[config.mk]
export PLATFORM = sky130hd
export DESIGN_NAME = rwic_top
export DESIGN_NICKNAME = d
export VERILOG_FILES = /design/src/rwic_pkg.sv /design/src/rwic_top.sv
export SDC_FILE = /design/constraint.sdc
export NUM_CORES = 1
export LEC_CHECK = 0
export BUFFER_PORTS_ARGS = -buffer_cell sky130_fd_sc_hd__buf_2
export CAP_MARGIN = 15
export CORE_UTILIZATION = 27
export CTS_CLUSTER_SIZE = 24
export DETAILED_ROUTE_END_ITERATION = 16
export GPL_ROUTABILITY_DRIVEN = 0
export PLACE_DENSITY_LB_ADDON = 0.05
export RECOVER_POWER = 25
export REMOVE_ABC_BUFFERS = 1
export SYNTH_ARGS = -nofsm -noshare
export SYNTH_HDL_FRONTEND = slang
export SYNTH_SLANG_ARGS = --single-unit
[constraint.sdc]
create_clock -name MCLK -period 5.1 [get_ports MCLK]
set_input_delay 0.255 -clock MCLK [delete_from_list [all_inputs] [get_ports MCLK]]
set_output_delay 0.255 -clock MCLK [all_outputs]
set_load 0.01 [all_outputs]
[src/rwic_pkg.sv]
// Purpose: shared constants for the reset, wake-up and interrupt controller
// Assumes: 20 MHz MCLK, 8-bit core registers
// Notes:   register select codes are used by the plain register write port
package rwic_pkg;
    localparam int          MCLK_HZ       = 20000000;    // core clock rate
    localparam int          START_MS      = 18;          // start-up hold time, ms
    localparam int          START_CYC     = (START_MS * (MCLK_HZ / 1000));
    localparam int          WDT_TICKS_DEF = 256;         // watchdog ticks to time-out
    localparam int          PC_W_DEF      = 10;          // program counter width
    localparam int          DW            = 8;           // register width
    localparam int          IRQ_N         = 7;           // flag bits 0..6
    localparam logic [2:0]  SEL_TMR_CTRL  = 3'h0;        // timer control
    localparam logic [2:0]  SEL_PULL_HI   = 3'h1;        // pull-high control
    localparam logic [2:0]  SEL_PULL_DN   = 3'h2;        // pull-down control
    localparam logic [2:0]  SEL_OPEN_DR   = 3'h3;        // open-drain control
    localparam logic [2:0]  SEL_WDT_CTRL  = 3'h4;        // watchdog control
    localparam logic [2:0]  SEL_FLAG      = 3'h5;        // interrupt flags
    localparam logic [2:0]  SEL_MASK      = 3'h6;        // interrupt mask
    localparam logic [2:0]  SEL_STAT_HI   = 3'h7;        // status upper three bits
    localparam logic [7:0]  TMR_CTRL_RST  = 8'hBF;       // all ones but edge flag
    localparam logic [7:0]  PULL_HI_RST   = 8'hFF;
    localparam logic [7:0]  PULL_DN_RST   = 8'h00;
    localparam logic [7:0]  OPEN_DR_RST   = 8'hFF;
    localparam logic [7:0]  WDT_CTRL_RST  = 8'h80;       // enable set, bit six clear
    localparam int          WDT_EN_BIT    = 7;           // watchdog enable
    localparam int          WDT_B6_BIT    = 6;           // cleared on reset
    localparam logic [6:0]  IRQ_LOW_RST   = 7'h00;       // flag/mask bits 0..6
    localparam logic [2:0]  STAT_HI_RST   = 3'h0;
    localparam int          F_TMR         = 0;           // main timer overflow
    localparam int          F_PCHG        = 1;           // port 6 change
    localparam int          F_EXT         = 2;           // external irq pin
    localparam int          F_ADC         = 3;           // converter done
    localparam int          F_PWM1        = 4;           // pwm timer one period
    localparam int          F_PWM2        = 5;           // pwm timer two period
    localparam int          F_CMP         = 6;           // comparator change
    localparam int          VEC_RESET     = 0;           // reset vector
    localparam int          VEC_IRQ       = 8;           // hardware interrupt vector
    localparam int          VEC_SWI       = 1;           // software interrupt vector
endpackage

[src/rwic_top.sv]
// Purpose: reset sources, start-up hold, sleep/wake and interrupt gating
// Assumes: all inputs synchronous to MCLK; instruction strobes are 1-cycle pulses
// Notes:   watchdog oscillator arrives as a one-cycle tick strobe
`timescale 1ns/1ps
module rwic_top #(
    parameter int START_CYCLES = rwic_pkg::START_CYC,     // start-up hold length
    parameter int WDT_TICKS    = rwic_pkg::WDT_TICKS_DEF, // watchdog time-out ticks
    parameter int PC_W         = rwic_pkg::PC_W_DEF       // program counter width
) (
    input  wire logic                    MCLK,           // core clock
    input  wire logic                    RESET_N,        // power-on reset, low
    input  wire logic                    RST_PIN_N,      // external reset pin, low
    input  wire logic                    WDT_TICK,       // watchdog oscillator tick
    input  wire logic                    CLR_WDT_INSTR,  // clear-watchdog executed
    input  wire logic                    SLEEP_INSTR,    // sleep executed
    input  wire logic                    IRQ_ON_INSTR,   // global enable on
    input  wire logic                    IRQ_OFF_INSTR,  // global enable off
    input  wire logic                    IRQ_RET_INSTR,  // return from handler
    input  wire logic                    SW_IRQ_INSTR,   // software interrupt
    input  wire logic                    TIMER_OVF,      // main timer overflow pulse
    input  wire logic                    EXT_IRQ_EVT,    // external pin edge pulse
    input  wire logic                    ADC_DONE,       // converter done pulse
    input  wire logic                    PWM1_MATCH,     // pwm one period pulse
    input  wire logic                    PWM2_MATCH,     // pwm two period pulse
    input  wire logic                    CMP_OUT,        // comparator output level
    input  wire logic [7:0]              PORT6_IN,       // port 6 pin levels
    input  wire logic [7:0]              PORT6_IS_IN,    // port 6 pin is input
    input  wire logic                    PORT6_READ,     // software read of port 6
    input  wire logic                    REG_WR,         // register write strobe
    input  wire logic [2:0]              REG_SEL,        // register select
    input  wire logic [7:0]              REG_WDATA,      // register write data
    output logic                         CORE_RESET,     // core held in reset
    output logic                         PORTS_INPUT,    // force ports to input
    output logic                         SLEEPING,       // power-down mode
    output logic                         WDT_CLR,        // watchdog/prescaler clear
    output logic                         PC_LOAD,        // load pc pulse
    output logic [PC_W-1:0]              PC_TARGET,      // pc value to load
    output logic                         IRQ_REQ,        // gated interrupt request
    output logic                         GIE,            // global interrupt enable
    output logic                         STAT_T,         // timeout flag
    output logic                         STAT_P,         // powerdown flag
    output logic [2:0]                   STAT_HI,        // status upper bits
    output logic [7:0]                   TMR_CTRL,       // timer control register
    output logic [7:0]                   PULL_HI,        // pull-high control
    output logic [7:0]                   PULL_DN,        // pull-down control
    output logic [7:0]                   OPEN_DR,        // open-drain control
    output logic [7:0]                   WDT_CTRL,       // watchdog control register
    output logic [7:0]                   IRQ_FLAGS,      // interrupt flag register
    output logic [7:0]                   IRQ_MASK        // interrupt mask register
);
    typedef enum logic [1:0] {ST_HOLD, ST_RUN, ST_SLEEP} rwic_state_t;
    logic [1:0]       sync_reg;        // reset release synchroniser
    logic             rst_n;           // synchronised reset
    rwic_state_t      state_reg;       // controller state
    logic [31:0]      hold_cnt_reg;    // start-up hold counter
    logic [31:0]      wdt_cnt_reg;     // watchdog tick counter
    logic             por_reg;         // this hold came from power-on
    logic             t_reg;           // timeout flag
    logic             p_reg;           // powerdown flag
    logic             gie_reg;         // global enable
    logic             pc_load_reg;     // pc load pulse
    logic [PC_W-1:0]  pc_reg;          // pc target
    logic [7:0]       tmr_reg;         // timer control
    logic [7:0]       ph_reg;          // pull-high
    logic [7:0]       pd_reg;          // pull-down
    logic [7:0]       od_reg;          // open-drain
    logic [7:0]       wdt_reg;         // watchdog control
    logic [7:0]       flag_reg;        // interrupt flags
    logic [7:0]       mask_reg;        // interrupt mask
    logic [2:0]       shi_reg;         // status upper bits
    logic [7:0]       p6_ref_reg;      // port 6 snapshot from last read
    logic             cmp_q_reg;       // comparator previous level
    logic             hold;            // in reset hold
    logic             hold_done;       // hold period over
    logic             pin_rst;         // reset pin asserted
    logic             wdt_en;          // watchdog enabled
    logic             wdt_to;          // watchdog time-out
    logic             rst_evt;         // new reset source
    logic             p6_chg;          // port 6 input changed
    logic             wake;            // resume-type wake
    logic             irq_take;        // hardware interrupt accepted
    logic             swi_take;        // software interrupt accepted
    logic [7:0]       flag_set;        // hardware flag set vector
    // write hit on a selected register
    function automatic logic wr_hit(input logic [2:0] sel);
        return REG_WR && (REG_SEL == sel);
    endfunction
    // trunc an int vector address to the pc width
    function automatic logic [PC_W-1:0] vec(input int v);
        return PC_W'(v);
    endfunction
    // reset release through two flops; only stage two is read
    always_ff @(posedge MCLK or negedge RESET_N) begin
        if (!RESET_N) begin
            sync_reg <= 2'h0;
        end else begin
            sync_reg <= {sync_reg[0], 1'b1};
        end
    end
    assign rst_n = sync_reg[1];
    assign hold      = (state_reg == ST_HOLD);
    assign hold_done = hold && !pin_rst && (hold_cnt_reg == 32'(START_CYCLES - 1));
    assign pin_rst   = !RST_PIN_N;
    assign wdt_en    = wdt_reg[rwic_pkg::WDT_EN_BIT];
    // time-out counts in run and sleep alike
    assign wdt_to    = !hold && wdt_en && WDT_TICK
                       && (wdt_cnt_reg == 32'(WDT_TICKS - 1));
    assign rst_evt   = !hold && (pin_rst || wdt_to);
    // outputs are excluded; the ext irq pin sits on port 5 so never enters here
    assign p6_chg    = |((PORT6_IN ^ p6_ref_reg) & PORT6_IS_IN);
    // wakes that keep executing; pin and watchdog wakes go through rst_evt
    assign wake      = (state_reg == ST_SLEEP) && !rst_evt
                       && ((p6_chg && mask_reg[rwic_pkg::F_PCHG])
                        || (CMP_OUT && mask_reg[rwic_pkg::F_CMP])
                        || (ADC_DONE && mask_reg[rwic_pkg::F_ADC]));
    assign irq_take  = (state_reg == ST_RUN) && !rst_evt && gie_reg && IRQ_REQ;
    assign swi_take  = (state_reg == ST_RUN) && !rst_evt && gie_reg && SW_IRQ_INSTR
                       && !IRQ_REQ;
    // hardware sets; port-change flag only when its mask bit is armed
    always_comb begin
        flag_set = 8'h00;
        flag_set[rwic_pkg::F_TMR]  = TIMER_OVF;
        flag_set[rwic_pkg::F_PCHG] = p6_chg && mask_reg[rwic_pkg::F_PCHG];
        flag_set[rwic_pkg::F_EXT]  = EXT_IRQ_EVT;
        flag_set[rwic_pkg::F_ADC]  = ADC_DONE;
        flag_set[rwic_pkg::F_PWM1] = PWM1_MATCH;
        flag_set[rwic_pkg::F_PWM2] = PWM2_MATCH;
        flag_set[rwic_pkg::F_CMP]  = CMP_OUT ^ cmp_q_reg;
    end
    // main state: hold, run, sleep
    always_ff @(posedge MCLK or negedge rst_n) begin
        if (!rst_n) begin
            state_reg <= ST_HOLD;
        end else begin
            unique case (state_reg)
                ST_HOLD: if (hold_done) state_reg <= ST_RUN;
                ST_RUN: begin
                    if (rst_evt) state_reg <= ST_HOLD;
                    else if (SLEEP_INSTR) state_reg <= ST_SLEEP;
                end
                ST_SLEEP: begin
                    if (rst_evt) state_reg <= ST_HOLD;
                    else if (wake) state_reg <= ST_RUN;
                end
            endcase
        end
    end
    // hold counter restarts while the pin stays low
    always_ff @(posedge MCLK or negedge rst_n) begin
        if (!rst_n) begin
            hold_cnt_reg <= 32'h0;
        end else if (!hold || pin_rst) begin
            hold_cnt_reg <= 32'h0;
        end else if (!hold_done) begin
            hold_cnt_reg <= hold_cnt_reg + 32'h1;
        end
    end
    // power-on marker, dropped once the first hold ends
    always_ff @(posedge MCLK or negedge rst_n) begin
        if (!rst_n) begin
            por_reg <= 1'b1;
        end else if (hold_done) begin
            por_reg <= 1'b0;
        end
    end
    // watchdog counter; cleared by hold, clear instruction, time-out and sleep entry with the watchdog enabled
    always_ff @(posedge MCLK or negedge rst_n) begin
        if (!rst_n) begin
            wdt_cnt_reg <= 32'h0;
        end else if (WDT_CLR || wdt_to) begin
            wdt_cnt_reg <= 32'h0;
        end else if (wdt_en && WDT_TICK) begin
            wdt_cnt_reg <= wdt_cnt_reg + 32'h1;
        end
    end
    assign WDT_CLR = hold || ((state_reg == ST_RUN)
                     && (CLR_WDT_INSTR || (SLEEP_INSTR && wdt_en)));
    // timeout and powerdown flags; async reset is the power-on case
    always_ff @(posedge MCLK or negedge rst_n) begin
        if (!rst_n) begin
            t_reg <= 1'b1;
            p_reg <= 1'b1;
        end else if (rst_evt && pin_rst) begin
            if (state_reg == ST_SLEEP) begin
                t_reg <= 1'b1;
                p_reg <= 1'b0;
            end
        end else if (rst_evt) begin
            t_reg <= 1'b0;
            if (state_reg == ST_SLEEP) p_reg <= 1'b0;
        end else if (wake) begin
            t_reg <= 1'b1;
            p_reg <= 1'b0;
        end else if ((state_reg == ST_RUN) && CLR_WDT_INSTR) begin
            t_reg <= 1'b1;
            p_reg <= 1'b1;
        end else if ((state_reg == ST_RUN) && SLEEP_INSTR) begin
            t_reg <= 1'b1;
            p_reg <= 1'b0;
        end
    end
    // global enable; cleared on entry to a handler so it fires once
    always_ff @(posedge MCLK or negedge rst_n) begin
        if (!rst_n) begin
            gie_reg <= 1'b0;
        end else if (hold || irq_take || swi_take || (wake && gie_reg)) begin
            gie_reg <= 1'b0;
        end else if (IRQ_ON_INSTR || IRQ_RET_INSTR) begin
            gie_reg <= 1'b1;
        end else if (IRQ_OFF_INSTR) begin
            gie_reg <= 1'b0;
        end
    end
    // pc loads: reset vector, hardware vector on enabled wake or interrupt, software vector
    always_ff @(posedge MCLK or negedge rst_n) begin
        if (!rst_n) begin
            pc_load_reg <= 1'b0;
            pc_reg      <= '0;
        end else begin
            pc_load_reg <= 1'b0;
            if (hold_done) begin
                pc_load_reg <= 1'b1;
                pc_reg      <= vec(rwic_pkg::VEC_RESET);
            end else if ((wake && gie_reg) || irq_take) begin
                pc_load_reg <= 1'b1;
                pc_reg      <= vec(rwic_pkg::VEC_IRQ);
            end else if (swi_take) begin
                pc_load_reg <= 1'b1;
                pc_reg      <= vec(rwic_pkg::VEC_SWI);
            end
        end
    end
    // port and timer configuration registers; hold reapplies reset values
    always_ff @(posedge MCLK or negedge rst_n) begin
        if (!rst_n) begin
            tmr_reg <= rwic_pkg::TMR_CTRL_RST;
            ph_reg  <= rwic_pkg::PULL_HI_RST;
            pd_reg  <= rwic_pkg::PULL_DN_RST;
            od_reg  <= rwic_pkg::OPEN_DR_RST;
        end else if (hold) begin
            tmr_reg <= rwic_pkg::TMR_CTRL_RST;
            ph_reg  <= rwic_pkg::PULL_HI_RST;
            pd_reg  <= rwic_pkg::PULL_DN_RST;
            od_reg  <= rwic_pkg::OPEN_DR_RST;
        end else begin
            if (wr_hit(rwic_pkg::SEL_TMR_CTRL)) tmr_reg <= REG_WDATA;
            if (wr_hit(rwic_pkg::SEL_PULL_HI))  ph_reg  <= REG_WDATA;
            if (wr_hit(rwic_pkg::SEL_PULL_DN))  pd_reg  <= REG_WDATA;
            if (wr_hit(rwic_pkg::SEL_OPEN_DR))  od_reg  <= REG_WDATA;
        end
    end
    // watchdog control; a wake forces the enable back on
    always_ff @(posedge MCLK or negedge rst_n) begin
        if (!rst_n) begin
            wdt_reg <= rwic_pkg::WDT_CTRL_RST;
        end else if (hold) begin
            wdt_reg[rwic_pkg::WDT_EN_BIT] <= 1'b1;
            wdt_reg[rwic_pkg::WDT_B6_BIT] <= 1'b0;
        end else if (wake) begin
            wdt_reg[rwic_pkg::WDT_EN_BIT] <= 1'b1;
        end else if (wr_hit(rwic_pkg::SEL_WDT_CTRL)) begin
            wdt_reg <= REG_WDATA;
        end
    end
    // status upper bits survive every reset but power-on
    always_ff @(posedge MCLK or negedge rst_n) begin
        if (!rst_n) begin
            shi_reg <= rwic_pkg::STAT_HI_RST;
        end else if (hold && por_reg) begin
            shi_reg <= rwic_pkg::STAT_HI_RST;
        end else if (!hold && wr_hit(rwic_pkg::SEL_STAT_HI)) begin
            shi_reg <= REG_WDATA[2:0];
        end
    end
    // flags and mask; a hardware set wins over a software clear
    always_ff @(posedge MCLK or negedge rst_n) begin
        if (!rst_n) begin
            flag_reg <= 8'h00;
            mask_reg <= 8'h00;
        end else if (hold) begin
            flag_reg[rwic_pkg::IRQ_N-1:0] <= rwic_pkg::IRQ_LOW_RST;
            mask_reg[rwic_pkg::IRQ_N-1:0] <= rwic_pkg::IRQ_LOW_RST;
        end else begin
            flag_reg <= (wr_hit(rwic_pkg::SEL_FLAG) ? REG_WDATA : flag_reg)
                        | flag_set;
            if (wr_hit(rwic_pkg::SEL_MASK)) mask_reg <= REG_WDATA;
        end
    end
    // port 6 reference is taken when software reads the port
    always_ff @(posedge MCLK or negedge rst_n) begin
        if (!rst_n) begin
            p6_ref_reg <= 8'h00;
            cmp_q_reg  <= 1'b0;
        end else begin
            if (PORT6_READ) p6_ref_reg <= PORT6_IN;
            cmp_q_reg <= CMP_OUT;
        end
    end
    assign CORE_RESET  = hold;
    assign PORTS_INPUT = hold;
    assign SLEEPING    = (state_reg == ST_SLEEP);
    assign PC_LOAD     = pc_load_reg;
    assign PC_TARGET   = pc_reg;
    assign IRQ_REQ     = |(flag_reg[rwic_pkg::IRQ_N-1:0] & mask_reg[rwic_pkg::IRQ_N-1:0]);
    assign GIE         = gie_reg;
    assign STAT_T      = t_reg;
    assign STAT_P      = p_reg;
    assign STAT_HI     = shi_reg;
    assign TMR_CTRL    = tmr_reg;
    assign PULL_HI     = ph_reg;
    assign PULL_DN     = pd_reg;
    assign OPEN_DR     = od_reg;
    assign WDT_CTRL    = wdt_reg;
    assign IRQ_FLAGS   = flag_reg;
    assign IRQ_MASK    = mask_reg;
endmodule // rwic_top

# Word level (Yosys, flattened, before mapping)
# Index checks and enable logic that the tools add are counted.
# op_classes
addsub,2
n_mul,0
div_mod_pow,0
magnitude_cmp,0
n_eq_ne,17
shift,0
mux,49
bitwise,7
n_reduce_logical,70
# op_table
cell,n
$mux 32,4
$mux 8,10
$add 32x1->32 const B,2
$logic_and 1x1->1,33
$eq 32x19->1 const B,1
$eq 32x8->1 const B,1
$mux 10,3
$mux 7,4
$mux 1,19
$reduce_bool 2->1,8
$eq 3x3->1 const B,4
$logic_or 1x1->1,12
$mux 2,6
$reduce_bool 3->1,3
$and 8x8->8,1
$or 8x7->8,1
$reduce_or 8->1,1
$xor 8x8->8,1
$and 7x7->7,1
$reduce_or 7->1,1
$eq 3x2->1 const B,2
$mux 3,2
$pmux 2 s3,1
$reduce_and 2->1,3
other kinds (14),21
# totals
reg_bits,151
latchBits,0
ramBits,0
mem_bits_ro,0
inputBits,45
memories,0

# Depth between registers and ports, before layout
# depth
ltp_word,15
depth_mapped,7

# Least setup slack after synthesis
# Ideal clock, no wire load.
# synth_path
path_kind,reg-to-output
startpoint,register state_reg[1]
endpoint,output port PORTS_INPUT
arrival_ns,1.630
setup_slack_ns,3.215
stages_incl_launch_ff,6
path_buffers,3
cell_sequence,dfrtp_1 > or2_1 > inv_1 > clkbuf_1 > clkbuf_1 > buf_4
# synth_via
elab_chain_len,1
# synth_lines
item,line_no,rtl
start: declaration,rwic_top.sv:54,rwic_state_t state_reg;
start signal: assignment,rwic_top.sv:133,state_reg <= ST_HOLD;
start signal: assignment,rwic_top.sv:136,ST_HOLD: if (hold_done) state_reg <= ST_RUN;
start signal: assignment,rwic_top.sv:138,if (rst_evt) state_reg <= ST_HOLD;
$logic_not 2->1,rwic_top.sv:101,assign hold = (state_reg == ST_HOLD);
end: declaration,rwic_top.sv:33,"output logic PORTS_INPUT,"
# No other way between the ends.

# Final worst setup path
# layout_path
startpoint,register state_reg[0]
endpoint,"register pc_reg[0], in the netlist PC_TARGET[0]"
# layout_via
elab_chain_len,14
word_cells_on_any_way,24
cone_classes,2 x eq/ne; 2 x mux; 20 x reduce/logical
# layout_lines
item,line_no,rtl
$logic_not 2->1,rwic_top.sv:101,
$logic_not 1->1,"rwic_top.sv:106, rwic_top.sv:108",
$logic_and 1x1->1 (2 in series),rwic_top.sv:106,assign wdt_to = !hold && wdt_en && WDT_TICK
$logic_and 1x1->1,rwic_top.sv:107,&& (wdt_cnt_reg == 32'(WDT_TICKS - 1));
$logic_or 1x1->1,rwic_top.sv:108,assign rst_evt = !hold && (pin_rst || wdt_to);
$logic_and 1x1->1,rwic_top.sv:108,
$logic_not 1->1,"rwic_top.sv:112, rwic_top.sv:116, rwic_top.sv:117",
$logic_and 1x1->1 (on tied branches),"rwic_top.sv:112, rwic_top.sv:116, rwic_top.sv:117",
$logic_and 1x1->1 (on tied branches),"rwic_top.sv:113, rwic_top.sv:116, rwic_top.sv:117",
$logic_and 1x1->1 (on tied branches),"rwic_top.sv:224, rwic_top.sv:116",
$logic_or 1x1->1,rwic_top.sv:224,end else if ((wake && gie_reg) || irq_take) begin
$mux 10,rwic_top.sv:224,
$mux 10,rwic_top.sv:221,if (hold_done) begin
end signal: assignment,rwic_top.sv:223,pc_reg <= vec(rwic_pkg::VEC_RESET);
end signal: assignment,rwic_top.sv:226,pc_reg <= vec(rwic_pkg::VEC_IRQ);
end signal: assignment,rwic_top.sv:229,pc_reg <= vec(rwic_pkg::VEC_SWI);
end: declaration,rwic_top.sv:62,logic [PC_W-1:0] pc_reg;
# Several ways; a longest one is shown, not always the timed one.
# A chain may end at the register's enable or synchronous reset.

==> summary.txt <==
Placement
  – DP HPWL: 13800 microns
  – Port Buf Inserts: 114

Synthesis
  – Synth area leaders: dfrtp_1 (42%), dfstp_2 (10%), nand2_1 (6.5%)
  – YS warnings: 0
  – Most frequent cell after synthesis: nand2_1
  – Post-Syn Area: 6960 sq um
  – Yosys reg bits: 143
  – Sequential fraction of the synthesis area: 51.9%
  – Synth cell types: 65
  – Cell count after synthesis: 720
  – Main synth FF type: dfrtp_1
  – EDFF count, synth: 0
  – Top cell type's share of synthesized area: 41.7%
  – Cell taking the most area after synthesis: dfrtp_1
  – List of most frequent post-synthesis cells: nand2_1 (120), dfrtp_1 (116), nor2_1 (76)
  – Syn avg cell area: 9.67 sq um
  – Async S/R FF share, synth: 100%

Finish
  – # diodes: 0
  – Area grow syn2layout: 20.2%
  – Fill cell count: 2668
  – Layout cells sized above 1: 21.3%
  – Fin nets: 883

Clocking
  – Clock Latency Late Sink: 420 ps
  – # H-tree levels: 4
  – CTS Sinks: 143
  – Cts bufs inserted: 17
  – CTS tree: yes
  – Root Buffer: clkbuf_16
  – CTS clk-pin slew, worst paths: 70 ps
  – CTS resizes: 0
  – Longest Clk Path Bufs: 2

Worst setup path
  – Flop-to-flop setup slack: 2630 ps
  – Buf/Inv on CP: 3
  – Kind of critical path: flip-flop to flip-flop
  – Worst EP required: 5370 ps
  – Slowest CP cell: a2111oi_1
  – CP max FO: 33
  – CP endpoint kind: flip-flop
  – Critical path's top delay family: compound AO/OA/AOI/OAI gates
  – Path depth of the worst reg2reg path: 7
  – Critical path cell sequence: or2_1 > buf_4 > inv_1 > buf_4 > o21ai_2 > a2111oi_1 > a2111oi_1
  – CP max stage delay: 600 ps
  – Crit path arrival time: 2730 ps
  – Crit start category: flip-flop
  – RR Endpoint: PC_TARGET[0]$_DFFE_PN0P_
  – Reg-to-Reg Start: state_reg[0]$_DFFE_PN0P_

Die
  – Die Span X: 163 microns
  – Die height: 163 microns
  – Die area: 26400 sq um
  – Initial Util: 27.6%
  – Core area: 25300 sq um
  – Row Count: 58
  – # IOs: 123

Global route
  – Grt ovf: 0
  – Vias in the first global route: 5796
  – Antenna violations before repair: 0
  – Met1 GRT Util: 20.5%
  – GR Layer Usage met3: 4.53%
  – First-pass GRT wire length: 32300 microns
  – Total global routing track utilization: 15.8%
  – Busiest grt layer: met2
  – M2 GR Usage: 25.5%
  – Largest net degree at the start of global routing: 53

STA
  – Final Cycle Share: 48.3%
  – Setup TNS: 0 ps
  – Max transition margin: -20.8%
  – RSZ-0062 raised after global routing: false
  – Clock skew: 15.2 ps
  – Final Setup Violations: 0
  – Max Fclk: 0.406 GHz
  – Pins Over Slew Limit: 44
  – Worst-Margin Slew: 1810 ps
  – Final Hold Viols: 0
  – Tmin final: 2470 ps

Drt
  – Vias per inst: 4.78
  – Routed wire length: 19700 microns
  – Detailed-route DRC error count: 0
  – Initial detailed-routing violation count: 258
  – Vias post-DR: 5635
  – Drt pass-1 iters: 4
  – Routed length per instance: 16.7 microns
  – Antenna-violating nets left: 0

Power
  – Total Power: 3.33 mW
  – Reg power frac: 41.4%
  – VDD IR-drop max: 0.229 mV
  – Clock network power share: 35.6%
  – Power per cell area: 397 nW/um^2
  – Pleak: 3.55 nW
  – Power Internal: 2.15 mW
  – Combinational share of power: 23.0%
  – Switch share: 35.4%
  – Psw: 1.18 mW

Worst hold path
  – Worst hold start: PWM2_MATCH
  – Min-delay worst type: primary input to flip-flop
  – Hold EP: IRQ_FLAGS[5]$_DFF_PN0_
  – Hold Path Depth: 3

Outcome
  – Status: finished, violations left
  – Failing checks: capacitance limit, slew limit

Run
  – Max-cap check violation count: 1
## power groups by stage
stage | Sequential, mW | Combinational [mW] | Clock [mW]
after CTS | 1.38 | 0.807 | 1.22
after global placement | 1.39 | 0.799 | 0
after global routing | 1.39 | 0.860 | 1.27
after floorplan | 1.43 | 0.383 | 0
final | 1.38 | 0.766 | 1.18
after detailed placement | 1.39 | 0.803 | 0
## layout make-up
class	count	area, sq um	share of cell area [%]
timing repair buffer	122	589	7.04
inverter	11	41.3	0.493
multi-input combinational	541	3170	37.9
sequential	143	3610	43.1
clock buffer	18	429	5.13
clock inverter	14	119	1.42
tap	330	413	4.93
## how the worst max path moves through the flow
stage                             startpoint                      endpoint  depth (start not counted)
finish              state_reg[0]$_DFFE_PN0P_      PC_TARGET[0]$_DFFE_PN0P_                          7
CTS                 state_reg[0]$_DFFE_PN0P_      PC_TARGET[0]$_DFFE_PN0P_                          8
global placement    state_reg[0]$_DFFE_PN0P_               GIE$_DFFE_PN0P_                          7
floorplan              sync_reg[1]$_DFF_PN0_               GIE$_DFFE_PN0P_                          0
global route           sync_reg[1]$_DFF_PN0_  hold_cnt_reg[20]$_DFFE_PN0P_                          1
detailed placement  state_reg[0]$_DFFE_PN0P_      PC_TARGET[0]$_DFFE_PN0P_                          8
## worst min-delay path: stages
cell,delay (ps)
buf_2,80
a211oi_1,30
nor2_1,70
## stage by stage
stage          util (%)  instance area, sq um  cells  hold WS, ps  worst slack, ps
5_1_grt            33.2                  8370   1179         43.1             2330
2_1_floorplan         -                  6820    695        -40.6              868
3_5_place_dp       31.1                  7860   1145         42.5             2690
4_1_cts            33.4                  8420   1179         33.2             2660
6_report           33.2                  8370   1179         51.3             2630
3_3_place_gp       31.1                  7860   1145         39.7             2670
## logic make-up after synthesis
group,after synthesis,synth area share [%]
flip-flops,143,51.9
adder cells (fa/ha/maj),2,0.359
other,2,0.108
buffers and inverters,43,3.00
XOR/XNOR,59,7.42
AO/OA/AOI/OAI,94,8.62
AND/OR/NAND/NOR,358,25.6
multiplexers,19,3.00
## cells in the final DEF (no fill, tap or decap), drive strengths merged, types with 3 or more instances in the layout
cell type,Yosys,layout
xor2,38,38
dfrtp,116,116
nand2,120,120
dfstp,27,27
or3,10,10
nand2b,7,7
a211oi,5,5
and4,3,3
nand3,58,58
o21ai,23,23
nand4,13,13
clkbuf,12,55
conb,2,9
nor2,76,76
a31oi,3,3
nor4,10,10
a22oi,7,7
mux2i,4,4
nor3,20,20
or2,3,3
xnor2,21,21
and3,19,19
a21oi,39,39
mux2,15,15
nor2b,8,8
inv,11,21
clkinv,0,3
buf,20,83
## what timing repair did
action | CTS | global route
setup buffers | 0 | 0
hold buffers | 2 | 0
endpoints found under the hold margin | 3 | 0
## layer usage
layer  up-vias  part of all wire (%)
li1       2702                     -
met1      2806                    46
met2       113                    47
met3        14                   5.7
met4         0                  0.91
met5         -                     0
Note: power is estimated with default switching activity, not from simulation.
